--- config.mk ---
export PLATFORM = sky130hd
export DESIGN_NAME = slpctl_top
export DESIGN_NICKNAME = d
export VERILOG_FILES = /design/src/core/slpctl_pkg.sv /design/src/core/slpctl_top.sv
export SDC_FILE = /design/constraint.sdc
export NUM_CORES = 1
export LEC_CHECK = 0
export ABC_AREA = 1
export BUFFER_PORTS_ARGS = -buffer_cell sky130_fd_sc_hd__buf_4
export CAP_MARGIN = 25
export CORE_MARGIN = 1
export CORE_UTILIZATION = 25
export CTS_CLUSTER_DIAMETER = 30
export DETAILED_ROUTE_END_ITERATION = 16
export PLACE_DENSITY = 0.57
export SETUP_SLACK_MARGIN = 0.15
export SYNTH_ARGS = -nofsm -noshare
export SYNTH_HDL_FRONTEND = slang
export SYNTH_SLANG_ARGS = --single-unit
--- constraint.sdc ---
create_clock -name I_CLK_SYS -period 2.4 [get_ports I_CLK_SYS]
set_input_delay 0.48 -clock I_CLK_SYS [delete_from_list [all_inputs] [get_ports I_CLK_SYS]]
set_output_delay 0.48 -clock I_CLK_SYS [all_outputs]
set_load 0.02 [all_outputs]
--- src/core/slpctl_pkg.sv ---
/*
 Shared constants and types of the sleep and power-gating controller.
 Assumes a 32-bit AXI4-Lite register bus with 8-bit byte addresses.
*/
package slpctl_pkg;

  // ==========================================================
  // Register map: the byte address is four times the register index
  localparam logic [7:0] SC_INDEX = 8'h35;
  localparam logic [7:0] PR_INDEX = 8'h36;
  localparam logic [7:0] ST_INDEX = 8'h37;
  localparam logic [7:0] SC_ADDR = 8'(SC_INDEX * 4);
  localparam logic [7:0] PR_ADDR = 8'(PR_INDEX * 4);
  localparam logic [7:0] ST_ADDR = 8'(ST_INDEX * 4);

  // ==========================================================
  // Field layout and reset values
  localparam int SLEEP_EN_BIT = 5;
  localparam int MODE_SEL_LSB = 3;
  localparam logic [7:0] SC_WMASK = 8'h7b;
  localparam logic [7:0] SC_RESET = 8'h00;
  localparam logic [7:0] PR_WMASK = 8'h0f;
  localparam logic [7:0] PR_RESET = 8'h00;
  localparam int PR_TIMER1_BIT = 3;
  localparam int PR_TIMER0_BIT = 2;
  localparam int PR_SERIAL_BIT = 1;
  localparam int PR_CONV_BIT = 0;

  // ==========================================================
  // Timing counts, in system clock cycles
  localparam int WAKE_HOLD_CYC = 4;
  localparam int STANDBY_WAKE_CYC = 6;
  localparam int OSC_STARTUP_CYC = 16384;
  localparam int WAKE_CNT_W = 16;

  localparam logic [1:0] RESP_OKAY = 2'h0;
  localparam logic [1:0] RESP_SLVERR = 2'h2;

  typedef enum logic [2:0] {
    ST_RUN = 3'b001,
    ST_SLEEP = 3'b010,
    ST_WAKE = 3'b100
  } slpctl_state_t;

  typedef enum logic [1:0] {
    MODE_IDLE = 2'h0,
    MODE_ADC_NR = 2'h1,
    MODE_PDOWN = 2'h2,
    MODE_STANDBY = 2'h3
  } slpctl_mode_t;

  typedef struct packed {
    logic ext_edge;
    logic ext0_level;
    logic ext1_level;
    logic pin_change;
    logic spm_ready;
    logic adc_done;
    logic wdt_irq;
    logic serial_irq;
    logic other_io;
  } slpctl_wake_t;

  typedef struct packed {
    logic cpu;
    logic flash;
    logic io;
    logic adc;
    logic pll_fast_clock;
    logic osc;
  } slpctl_clk_t;

  typedef struct packed {
    logic comparator;
    logic timer1;
    logic timer0;
    logic serial_iface;
    logic converter;
  } slpctl_periph_t;

endpackage

--- src/core/slpctl_top.sv ---
/*
 Sleep mode and power-gating controller: sleep control and power
 reduction registers on AXI4-Lite, clock domain gating, wake-up
 qualification and wake-up delay.
 Assumes the CPU pulses i_sleep_exec for one cycle when it executes the
 sleep instruction, and wake sources are interrupt requests already
 enabled and synchronous to I_CLK_SYS. Chip resets arrive on I_RESET.
*/
// Local design decision: register access over AXI4-Lite.
// Summary of operation
// - Sleep is entered only when sleep enable is set at the sleep instruction.
// - Mode 00 Idle: CPU and flash clocks stop, other clocks keep running.
// - Idle wakes on any enabled interrupt source.
// - Entering Idle or ADC noise reduction with ADC enabled starts one conversion.
// - Mode 01 ADC noise reduction: I/O, CPU, flash clocks stop; ADC, oscillator run.
// - Noise reduction wakes on ADC, SPM ready, watchdog, level irq, pin change.
// - Mode 10 Power-down: oscillator and every generated clock stop.
// - Power-down wakes on watchdog interrupt, level irq, pin change, or reset.
// - In deeper modes external interrupts wake only as levels, never edges.
// - Mode 11 with crystal: Standby keeps oscillator, wakes in six cycles.
// - Wake by interrupt holds CPU four cycles beyond start-up (Standby: six cycles in all), then resumes.
// - Register file and SRAM keep their contents across sleep.
// - A reset during sleep leaves sleep and restarts at the reset vector.
// - Power reduction bit stops peripheral clock and blocks its register access.
// - Clearing the bit restarts the clock from the frozen state.
// - Bit 3 timer1, 2 timer0, 1 serial, 0 ADC; bits 7..4 read zero.
// - ADC off before its gate; that gate also stops comparator clock.
// - With I/O and ADC clocks stopped, non-wake input buffers are disabled.
// - Power-down and Standby disable comparator unless internal reference used.
// - Sleep control resets to zero; bits 7 and 2 read zero.
`timescale 1ns/1ns
module slpctl_top #(
  parameter int STARTUP_CYC = slpctl_pkg::OSC_STARTUP_CYC
) (
  input wire logic I_CLK_SYS,
  input wire logic I_RESET,
  input wire logic [7:0] I_AWADDR,
  input wire logic I_AWVALID,
  output logic O_AWREADY,
  input wire logic [31:0] I_WDATA,
  input wire logic [3:0] I_WSTRB,
  input wire logic I_WVALID,
  output logic O_WREADY,
  output logic [1:0] O_BRESP,
  output logic O_BVALID,
  input wire logic I_BREADY,
  input wire logic [7:0] I_ARADDR,
  input wire logic I_ARVALID,
  output logic O_ARREADY,
  output logic [31:0] O_RDATA,
  output logic [1:0] O_RRESP,
  output logic O_RVALID,
  input wire logic I_RREADY,
  input wire logic I_SLEEP_EXEC,
  input wire slpctl_pkg::slpctl_wake_t I_WAKE,
  input wire logic I_CRYSTAL_SEL,
  input wire logic I_ADC_ENABLED,
  input wire logic I_COMP_INT_REF,
  output slpctl_pkg::slpctl_clk_t O_CLK_EN,
  output slpctl_pkg::slpctl_periph_t O_PERIPH_CLK_EN,
  output slpctl_pkg::slpctl_periph_t O_PERIPH_IO_BLOCK,
  output logic O_ADC_START,
  output logic O_IRQ_RESUME,
  output logic O_INPUT_BUF_EN,
  output logic O_COMP_DISABLE,
  output logic [7:0] O_SLEEP_CTRL
);
  import slpctl_pkg::*;

  localparam logic [WAKE_CNT_W-1:0] HOLD_LOAD = WAKE_CNT_W'(WAKE_HOLD_CYC - 1);
  localparam logic [WAKE_CNT_W-1:0] SBY_LOAD = WAKE_CNT_W'(STANDBY_WAKE_CYC - 1);
  localparam logic [WAKE_CNT_W-1:0] PD_LOAD = WAKE_CNT_W'(STARTUP_CYC + WAKE_HOLD_CYC - 1);

  // ==========================================================
  // Register bus
  logic aw_have_r, w_have_r, bvalid_r, rvalid_r;
  logic [7:0] aw_addr_r, wdata_r;
  logic wstrb0_r;
  logic [1:0] bresp_r, rresp_r;
  logic [31:0] rdata_r;
  logic [7:0] sleep_control_r, power_reduction_r;

  wire aw_take = I_AWVALID && O_AWREADY;
  wire w_take = I_WVALID && O_WREADY;
  wire wr_fire = aw_have_r && w_have_r && !bvalid_r;
  wire wr_sc = wr_fire && wstrb0_r && aw_addr_r == SC_ADDR;
  wire wr_pr = wr_fire && wstrb0_r && aw_addr_r == PR_ADDR;
  wire wr_hit = aw_addr_r == SC_ADDR || aw_addr_r == PR_ADDR || aw_addr_r == ST_ADDR;
  wire ar_take = I_ARVALID && O_ARREADY;
  wire rd_hit = I_ARADDR == SC_ADDR || I_ARADDR == PR_ADDR || I_ARADDR == ST_ADDR;

  assign O_AWREADY = !aw_have_r && !bvalid_r;
  assign O_WREADY = !w_have_r && !bvalid_r;
  assign O_ARREADY = !rvalid_r;
  assign O_BVALID = bvalid_r;
  assign O_BRESP = bresp_r;
  assign O_RVALID = rvalid_r;
  assign O_RDATA = rdata_r;
  assign O_RRESP = rresp_r;

  always_ff @(posedge I_CLK_SYS) begin
    if (I_RESET) begin
      aw_have_r <= 1'b0;
      w_have_r <= 1'b0;
      aw_addr_r <= 8'h00;
      wdata_r <= 8'h00;
      wstrb0_r <= 1'b0;
    end else begin
      if (aw_take) begin
        aw_have_r <= 1'b1;
        aw_addr_r <= I_AWADDR;
      end else if (wr_fire) begin
        aw_have_r <= 1'b0;
      end
      if (w_take) begin
        w_have_r <= 1'b1;
        wdata_r <= I_WDATA[7:0];
        wstrb0_r <= I_WSTRB[0];
      end else if (wr_fire) begin
        w_have_r <= 1'b0;
      end
    end
  end

  always_ff @(posedge I_CLK_SYS) begin
    if (I_RESET) begin
      bvalid_r <= 1'b0;
      bresp_r <= RESP_OKAY;
    end else if (wr_fire) begin
      bvalid_r <= 1'b1;
      bresp_r <= wr_hit ? RESP_OKAY : RESP_SLVERR;
    end else if (I_BREADY) begin
      bvalid_r <= 1'b0;
    end
  end

  always_ff @(posedge I_CLK_SYS) begin
    if (I_RESET) begin
      sleep_control_r <= SC_RESET;
      power_reduction_r <= PR_RESET;
    end else begin
      if (wr_sc) begin
        sleep_control_r <= wdata_r & SC_WMASK;
      end
      if (wr_pr) begin
        power_reduction_r <= wdata_r & PR_WMASK;
      end
    end
  end

  // ==========================================================
  // Sleep sequencer
  slpctl_state_t state_r, state_nxt;
  slpctl_mode_t mode_r, mode_nxt;
  logic [WAKE_CNT_W-1:0] cnt_r, cnt_nxt;
  logic adc_start_r, resume_r;
  slpctl_clk_t clk_r, clk_nxt;

  wire sleep_enable = sleep_control_r[SLEEP_EN_BIT];
  wire [1:0] sleep_mode_select = sleep_control_r[MODE_SEL_LSB+1:MODE_SEL_LSB];
  wire enter = state_r == ST_RUN && I_SLEEP_EXEC && sleep_enable;
  wire [1:0] mode_eff = (sleep_mode_select == MODE_STANDBY && !I_CRYSTAL_SEL) ?
    MODE_PDOWN : sleep_mode_select;
  wire is_deep = mode_r == MODE_PDOWN || mode_r == MODE_STANDBY;
  wire level_wake = I_WAKE.ext0_level || I_WAKE.ext1_level || I_WAKE.pin_change;
  wire idle_wake = |I_WAKE;
  wire nr_wake = level_wake || I_WAKE.adc_done || I_WAKE.spm_ready || I_WAKE.wdt_irq;
  wire pd_wake = level_wake || I_WAKE.wdt_irq;
  wire wake_hit = mode_r == MODE_IDLE ? idle_wake :
    mode_r == MODE_ADC_NR ? nr_wake : pd_wake;
  wire [WAKE_CNT_W-1:0] wake_load = mode_r == MODE_PDOWN ? PD_LOAD :
    mode_r == MODE_STANDBY ? SBY_LOAD : HOLD_LOAD;

  always_comb begin
    state_nxt = state_r;
    mode_nxt = mode_r;
    cnt_nxt = cnt_r;
    case (state_r)
      ST_RUN: begin
        if (enter) begin
          state_nxt = ST_SLEEP;
          mode_nxt = slpctl_mode_t'(mode_eff);
        end
      end
      ST_SLEEP: begin
        if (wake_hit) begin
          state_nxt = ST_WAKE;
          cnt_nxt = wake_load;
        end
      end
      ST_WAKE: begin
        if (cnt_r == '0) begin
          state_nxt = ST_RUN;
        end else begin
          cnt_nxt = cnt_r - WAKE_CNT_W'(1);
        end
      end
      default: begin
        state_nxt = ST_RUN;
      end
    endcase
  end

  always_comb begin
    clk_nxt = '1;
    if (state_nxt != ST_RUN) begin
      clk_nxt.cpu = 1'b0;
      clk_nxt.flash = 1'b0;
      case (mode_nxt)
        MODE_IDLE: begin
        end
        MODE_ADC_NR: begin
          clk_nxt.io = 1'b0;
          clk_nxt.pll_fast_clock = 1'b0;
        end
        default: begin
          if (state_nxt == ST_SLEEP) begin
            clk_nxt.io = 1'b0;
            clk_nxt.adc = 1'b0;
            clk_nxt.pll_fast_clock = 1'b0;
            clk_nxt.osc = mode_nxt == MODE_STANDBY;
          end
        end
      endcase
    end
  end

  always_ff @(posedge I_CLK_SYS) begin
    if (I_RESET) begin
      state_r <= ST_RUN;
      mode_r <= MODE_IDLE;
      cnt_r <= '0;
      clk_r <= '1;
      adc_start_r <= 1'b0;
      resume_r <= 1'b0;
    end else begin
      state_r <= state_nxt;
      mode_r <= mode_nxt;
      cnt_r <= cnt_nxt;
      clk_r <= clk_nxt;
      adc_start_r <= enter && I_ADC_ENABLED && !mode_eff[1];
      resume_r <= state_r == ST_WAKE && cnt_r == '0;
    end
  end

  // ==========================================================
  // Outputs and status readback
  wire [7:0] pr = power_reduction_r;
  slpctl_periph_t gate;
  assign gate.timer1 = pr[PR_TIMER1_BIT];
  assign gate.timer0 = pr[PR_TIMER0_BIT];
  assign gate.serial_iface = pr[PR_SERIAL_BIT];
  assign gate.converter = pr[PR_CONV_BIT];
  assign gate.comparator = pr[PR_CONV_BIT];

  assign O_PERIPH_CLK_EN = ~gate;
  assign O_PERIPH_IO_BLOCK = gate;
  assign O_CLK_EN = clk_r;
  assign O_ADC_START = adc_start_r;
  assign O_IRQ_RESUME = resume_r;
  assign O_SLEEP_CTRL = sleep_control_r;
  // buffers off when io and adc stop
  assign O_INPUT_BUF_EN = clk_r.io || clk_r.adc;
  assign O_COMP_DISABLE = state_r == ST_SLEEP && is_deep && !I_COMP_INT_REF;

  wire [31:0] status_word = {21'h0, mode_r, clk_r, state_r};
  wire [31:0] rd_mux = I_ARADDR == SC_ADDR ? {24'h000000, sleep_control_r} :
    I_ARADDR == PR_ADDR ? {24'h000000, power_reduction_r} :
    I_ARADDR == ST_ADDR ? status_word : 32'h00000000;

  always_ff @(posedge I_CLK_SYS) begin
    if (I_RESET) begin
      rvalid_r <= 1'b0;
      rdata_r <= 32'h00000000;
      rresp_r <= RESP_OKAY;
    end else if (ar_take) begin
      rvalid_r <= 1'b1;
      rdata_r <= rd_mux;
      rresp_r <= rd_hit ? RESP_OKAY : RESP_SLVERR;
    end else if (I_RREADY) begin
      rvalid_r <= 1'b0;
    end
  end
endmodule

==> qor.txt, run 1 <==
Worst EP arrival: 1.42 ns
Post-synthesis mux area share: 0%
Buf+Inv Stages, Crit Path: 3
Leakage dissipation: 2.15 nW
CP peak stage delay: 0.42 ns
Critical-path top delay cell: dfxtp_1
Clock skew: 0.00741 ns
Fraction of layout cells with a size suffix above 1: 21.5%
R2r setup slk: 0.75 ns
Largest delay share family, worst path: flip-flops
Die Area: 14600 um2
Crit start category: flip-flop
Combinational Power Share: 9.0%
GRT overflow: 0
Largest net degree at the start of global routing: 32
Max cap viols: 0
Maximum clock path buffer count: 2
Post-synthesis compound-gate area fraction: 11.4%
Largest family of logic cells by synthesized area: simple AND/OR/NAND/NOR gates
Antenna-violating nets left: 0
Die X: 121 um
Flops & latches, synth: 69
Final nets: 674
Final Hold Fails: 0
Post-synth ARST share: 0%
Tmin final: 1.90 ns
# rows: 43
Number of flops mapped to enable cells by yosys: 0
Fin worst setup slack: 0.498 ns
Diode count: 0
Seq pwr share: 42.0%
Fin crit share: 79.2%
Synth Area in Adders: 0.710%
Overall global routing resource usage: 12.4%
IO Port Bufs: 87
Drt pass-1 iters: 4
Iter 0 DRT Violations: 157
Average cell area after synthesis: 6.80 um2
First-pass GRT wire length: 14100 um
Final Cell Area: 4530 um2
Post-Syn Area: 3520 um2
Critical Path End Type: output port
Detailed-route wire length: 8510 um
Synth area leader: dfxtp_1
Routed length per placed instance: 10.8 um
Setup TNS: 0 ns
Net switching power: 692 uW
F_max: 526 MHz
Gate Count Post-Synth: 518
RSZ-0062 raised after global routing: no
Yosys warns: 0
VDD IR max: 0.318 mV
Fillers: 1535
HPWL after DPL: 6320 um
Cell Pwr Density: 633 nW/um2
Die height: 121 um
Skew-Pair Late Insertion Delay: 0.34 ns
Layout Area Growth over Synthesis: 28.6%
Initial core utilization: 25.5%
Gpl congestion: 0.811
Top_reg_cell synth: dfxtp_1
Status: finished clean
Synth Area in XOR/XNOR: 1.74%
Clock power frac: 49.0%
Via count: 3246
Most used cell, CP: inv_2
Vias per inst: 4.14
Sequential area share after synthesis: 39.2%
Vias in the first global route: 2951
Clock sinks: 69
Unique cell type count in the Yosys netlist: 31
Most common cell in the netlist: nand2_1
Internal: 2.18 mW
I/O pins: 141
Core box area: 13800 um2
CTS root buffer: clkbuf_16
Cell chain of the critical path: inv_2, nor3_2, inv_2, nor3_1, buf_4
Initial antenna violation count: 0
DP Area: 4210 um2
Pre-CTS setup slack: 0.727 ns
H-Tree Depth: 3
CTS tree: yes
Setup Crit Path Kind: reg2out
DRC: 0
Post-Synth Simple-Gate Area: 32.3%
Worst-path clk slew: 0.06 ns
Top post-synthesis cells by area: dfxtp_1 39%, nand2_1 10%, nor2_1 10%
Post-CTS Setup Repair Bufs: 0
Setup-failing EPs final: 0
Cts bufs inserted: 9
HP Class: in2reg
Most frequent cells after synthesis: 96 x nand2_1, 95 x nor2_1, 69 x dfxtp_1
Crit Path Max Fanout: 3
Switching Share: 24.1%
Top-area cell type share of the netlist area: 39.2%
Hold Buf Count CTS: 0
Max-slew violations: 0
Crit path required time: 1.92 ns
CTS resizes: 0
==> cells in the final DEF, fill, tap and decap left out, types with 3 or more instances in the layout <==
master / count
nand2_1: 96
nor2_1: 95
clkbuf_8: 3
dfxtp_1: 69
conb_1: 25
nor3_1: 4
inv_1: 51
nor2_2: 7
clkbuf_16: 9
xor2_1: 4
xnor2_1: 3
nand3_1: 40
nand2_2: 4
buf_4: 90
a21oi_1: 37
nand4_1: 7
inv_2: 5
o21ai_0: 37
==> final timing paths <==
check,end,from,depth (start not counted)
worst max-delay path,O_COMP_DISABLE,state_r[1]$_SDFF_PP0_,5
worst min-delay path,O_ADC_START$_SDFF_PP0_,I_ADC_ENABLED,3
worst max register to register,cnt_r[2]$_SDFFE_PP0P_,cnt_r[0]$_SDFFE_PP0P_,10
worst min register to register,aw_addr_r[5]$_SDFFE_PP0P_,aw_addr_r[5]$_SDFFE_PP0P_,2
==> state kept, by name, summed over array words and instances, names as in the netlist <==
signal	flops
O_RDATA	10
O_IRQ_RESUME	1
O_BRESP	1
O_CLK_EN	4
O_SLEEP_CTRL	6
mode_r	2
aw_addr_r	8
aw_have_r	1
state_r	3
power_reduction_r	4
cnt_r	16
w_have_r	1
O_RRESP	1
O_RVALID	1
wstrb0_r	1
wdata_r	7
O_ADC_START	1
O_BVALID	1
==> cell type report <==
type	instances	area, um2	share of cell area, %
Clock buffer	12	267	5.88
Clock inverter	4	53.8	1.19
Inverter	56	210	4.64
Multi-Input combinational cell	374	1720	38.0
Sequential cell	69	1380	30.5
Tap cell	180	225	4.97
Timing Repair Buffer	90	676	14.9
==> kinds of logic after synthesis <==
family | count (synthesis)
xor gates and xnor gates | 7
other | 1
buffers and inverters | 99
AOI/OAI and AO/OA | 79
adders and majority gates | 2
DFF | 69
and+or+nand+nor | 261
==> power groups by stage <==
stage	Sequential, mW	Clock, mW	Combinational, mW
finish	1.20	1.41	0.258
CTS	1.20	1.45	0.261
detailed placement	1.23	0	0.261
global route	1.21	1.51	0.289
floorplan	1.24	0	0.179
global placement	1.23	0	0.259
==> tightest hold or removal path, cell delays in order <==
cell	delay, ns
buf_4	0.08
nand2_1	0.04
nor2_1	0.08
==> layer usage <==
metal / share of wire (%) / wire (um) / GRT usage (%)
met3: 4.7 / 398 / 4.34
met2: 44 / 3760 / 18.9
met4: 1.0 / 87 / 4.63
met1: 50 / 4260 / 16.0
met5: 0 / 0 / 0
==> metrics by stage <==
| step | utilization [%] | cells | hold slack [ns] | power (mW) |
|---|---|---|---|---|
| 6_report | 32.8 | 785 | 0.371 | 2.87 |
| 5_1_grt | 32.8 | 785 | 0.362 | 3.01 |
| 4_1_cts | 32.8 | 785 | 0.362 | 2.92 |
| 3_5_place_dp | 30.5 | 769 | 0.449 | 1.49 |
| 3_3_place_gp | 30.5 | 769 | 0.444 | 1.49 |
| 2_1_floorplan | - | 542 | 0.429 | 1.41 |
No activity file was read; power rests on OpenSTA's default activity.
==> inputs of run 2 (changes only) <==
Settings changed: PLACE_DENSITY 0.57 to 0.58.
Clock period 2.4 ns to 1.65 ns, I/O delays scaled along.
==> run 2 against run 1 <==
- via count grew 6.0%
- first-iteration DRC count grew 2.5%
- largest power group unchanged
- clock skew shrank 0.0025 ns
==> qor.txt, run 2 (synthesis gave the netlist of run 1 again) <==
Fin crit share: 94.7%
Detailed-route wire length: 9210 um (was 8510 um)
HPWL after DPL: 6550 um (was 6320 um)
Skew-Pair Late Insertion Delay: 0.34 ns (about the same)
Core box area: 13800 um2 (unchanged)
Internal: 3.05 mW (was 2.18 mW)
CTS root buffer: clkbuf_16 (unchanged)
Clock sinks: 69 (unchanged)
CP peak stage delay: 0.36 ns (was 0.42 ns)
Grt met3 use: 3.82% (was 4.34%)
Commonest non-fill, non-tap cells in the layout: 112 x buf_4, 87 x nor2_1, 86 x nand2_1 (was 96 x nand2_1, 95 x nor2_1, 90 x buf_4)
Hold Path Origin: I_ADC_ENABLED (unchanged)
Largest net degree at the start of global routing: 34 (was 32)
Critical-path top delay cell: dfxtp_2 (was dfxtp_1)
Seq pwr share: 43.0% (was 42.0%)
CTS tree: yes (unchanged)
GR Layer Usage met2: 18.7% (was 18.9%)
Critical Path End Type: output port (unchanged)
H-Tree Depth: 3 (unchanged)
Cell chain of the critical path: nor3_4, inv_2, nor3_2, buf_4 (was inv_2, nor3_2, inv_2, nor3_1, buf_4)
Max-slew violations: 0 (unchanged)
Worst r2r src: state_r[1]$_SDFF_PP0_ (was cnt_r[0]$_SDFFE_PP0P_)
Fraction of layout cells with a size suffix above 1: 30.8% (was 21.5%)
Setup-failing EPs final: 0 (unchanged)
Iter 0 DRT Violations: 161 (was 157)
I/O pins: 141 (unchanged)
Gpl congestion: 0.824 (was 0.811)
Final nets: 702 (was 674)
Initial core utilization: 25.5% (unchanged)
Switching Share: 25.1% (was 24.1%)
DRC: 0 (unchanged)
Layout Area Growth over Synthesis: 40.1% (was 28.6%)
Hold Buf Count CTS: 0 (unchanged)
GRT overflow: 0 (unchanged)
WHS: 0.228 ns (was 0.371 ns)
# rows: 43 (unchanged)
Overall global routing resource usage: 12.2% (was 12.4%)
RSZ-0062 raised after global routing: yes (was no)
IO Port Bufs: 87 (unchanged)
Clock power frac: 47.1% (was 49.0%)
Crit path required time: 1.32 ns (was 1.92 ns)
F_max: 640 MHz
Max FFs per register: 16 (unchanged)
GR peak layer: met2 (unchanged)
Crit start category: flip-flop (unchanged)
Antenna-violating nets left: 0 (unchanged)
Worst R2R End: cnt_r[6]$_SDFFE_PP0P_ (was cnt_r[2]$_SDFFE_PP0P_)
Die height: 121 um (unchanged)
Cell Pwr Density: 825 nW/um2 (was 633 nW/um2)
Net switching power: 1.02 mW (was 692 uW)
Clock skew: 0.00493 ns (was 0.00741 ns)
First-pass GRT wire length: 14200 um (was 14100 um)
Initial antenna violation count: 0 (unchanged)
HP Class: in2reg (unchanged)
Worst hold path depth: 3 (unchanged)
Finished Core Util: 35.7% (was 32.8%)
Combinational Power Share: 9.9% (was 9.0%)
Top reg by flops: cnt_r (unchanged)
Maximum clock path buffer count: 2 (unchanged)
Hold endpoint: O_ADC_START$_SDFF_PP0_ (unchanged)
Die X: 121 um (unchanged)
Reg2Reg Depth: 8 (was 10)
Vias per inst: 4.23 (was 4.14)
VDD IR max: 0.471 mV (was 0.318 mV)
Setup Crit Path Kind: reg2out (unchanged)
Vias in the first global route: 2931 (was 2951)
Via count: 3441 (was 3246)
Met1 GRT Util: 16.3% (was 16.0%)
Worst-path clk slew: 0.06 ns (about the same)
Max cap viols: 0 (unchanged)
Leakage dissipation: 2.31 nW (was 2.15 nW)
Status: finished clean (unchanged)
Commonest non-fill, non-tap cell in the layout: buf_4 (was nand2_1)
Cts bufs inserted: 9 (unchanged)
Worst EP arrival: 1.23 ns (was 1.42 ns)
Setup TNS: 0 ns (unchanged)
Tmin final: 1.56 ns
Die Area: 14600 um2 (unchanged)
Crit Path Max Fanout: 4 (was 3)
Final Hold Fails: 0 (unchanged)
Diode count: 0 (unchanged)
Drt pass-1 iters: 4 (unchanged)
R2r setup slk: 0.19 ns (was 0.75 ns)
Routed length per placed instance: 11.3 um (was 10.8 um)
-- run 2: changes by cell type in the layout (fill, tap and decap cells not counted), sizes merged --
cell	before	now
clkbuf	12	11
buf	90	117
clkinvlp	2	3
clkinv	0	3
inv	57	55
-- run 2: area by class of cell --
class	count	area, um2
clock inverter	6	63.8
fill	1495	8890
timing repair buffer	118	926
sequential	69	1390
multi-input combinational	374	1880
tap	180	225
clock buffer	10	229
inverter	56	219
-- run 2: how the worst max path moves through the flow --
| stage | start | slack (ns) | to |
|---|---|---|---|
| after floorplan | state_r[1]$_SDFF_PP0_ | 0.20 | O_COMP_DISABLE |
| after global placement | cnt_r[0]$_SDFFE_PP0P_ | 0.12 | cnt_r[0]$_SDFFE_PP0P_ |
| after detailed placement | cnt_r[0]$_SDFFE_PP0P_ | 0.12 | cnt_r[14]$_SDFFE_PP0P_ |
| after CTS | state_r[1]$_SDFF_PP0_ | 0.06 | O_COMP_DISABLE |
| after global routing | state_r[0]$_SDFF_PP1_ | -0.03 | O_COMP_DISABLE |
| final | state_r[0]$_SDFF_PP1_ | 0.09 | O_COMP_DISABLE |
-- run 2: critical path: cells and delay by family (launching register included) --
kind	cells	cell delay [ns]
buf+inv	2	0.23
simple gates	2	0.31
flops	1	0.36
-- run 2: metal layers --
layer / share of wire [%] / vias to the layer above
met5: 0 / -
met4: 1.2 / 0
met3: 4.8 / 10
met2: 46 / 73
met1: 48 / 1549
li1: - / 1809
-- run 2: power by group through the flow --
stage | logic, mW | registers [mW] | clock network (mW)
2_1_floorplan | 0.260 | 1.80 | 0
3_3_place_gp | 0.381 | 1.79 | 0
3_5_place_dp | 0.383 | 1.79 | 0
4_1_cts | 0.384 | 1.75 | 1.97
5_1_grt | 0.445 | 1.76 | 2.03
6_report | 0.402 | 1.75 | 1.92
-- run 2: per-stage QoR --
stage,setup WS [ns],power [mW],cells,area [um2]
2_1_floorplan,0.197,2.06,542,3610
3_3_place_gp,0.119,2.17,777,4270
3_5_place_dp,0.124,2.17,777,4270
4_1_cts,0.0639,4.11,797,4620
5_1_grt,-0.0302,4.24,813,4940
6_report,0.0872,4.08,813,4940
-- run 2: timing repair --
item	in CTS	in global routing
buffers inserted	4	15
gates resized for setup	8	58
pin swaps	2	27
cloned	0	1
endpoints found under the setup margin	18	35
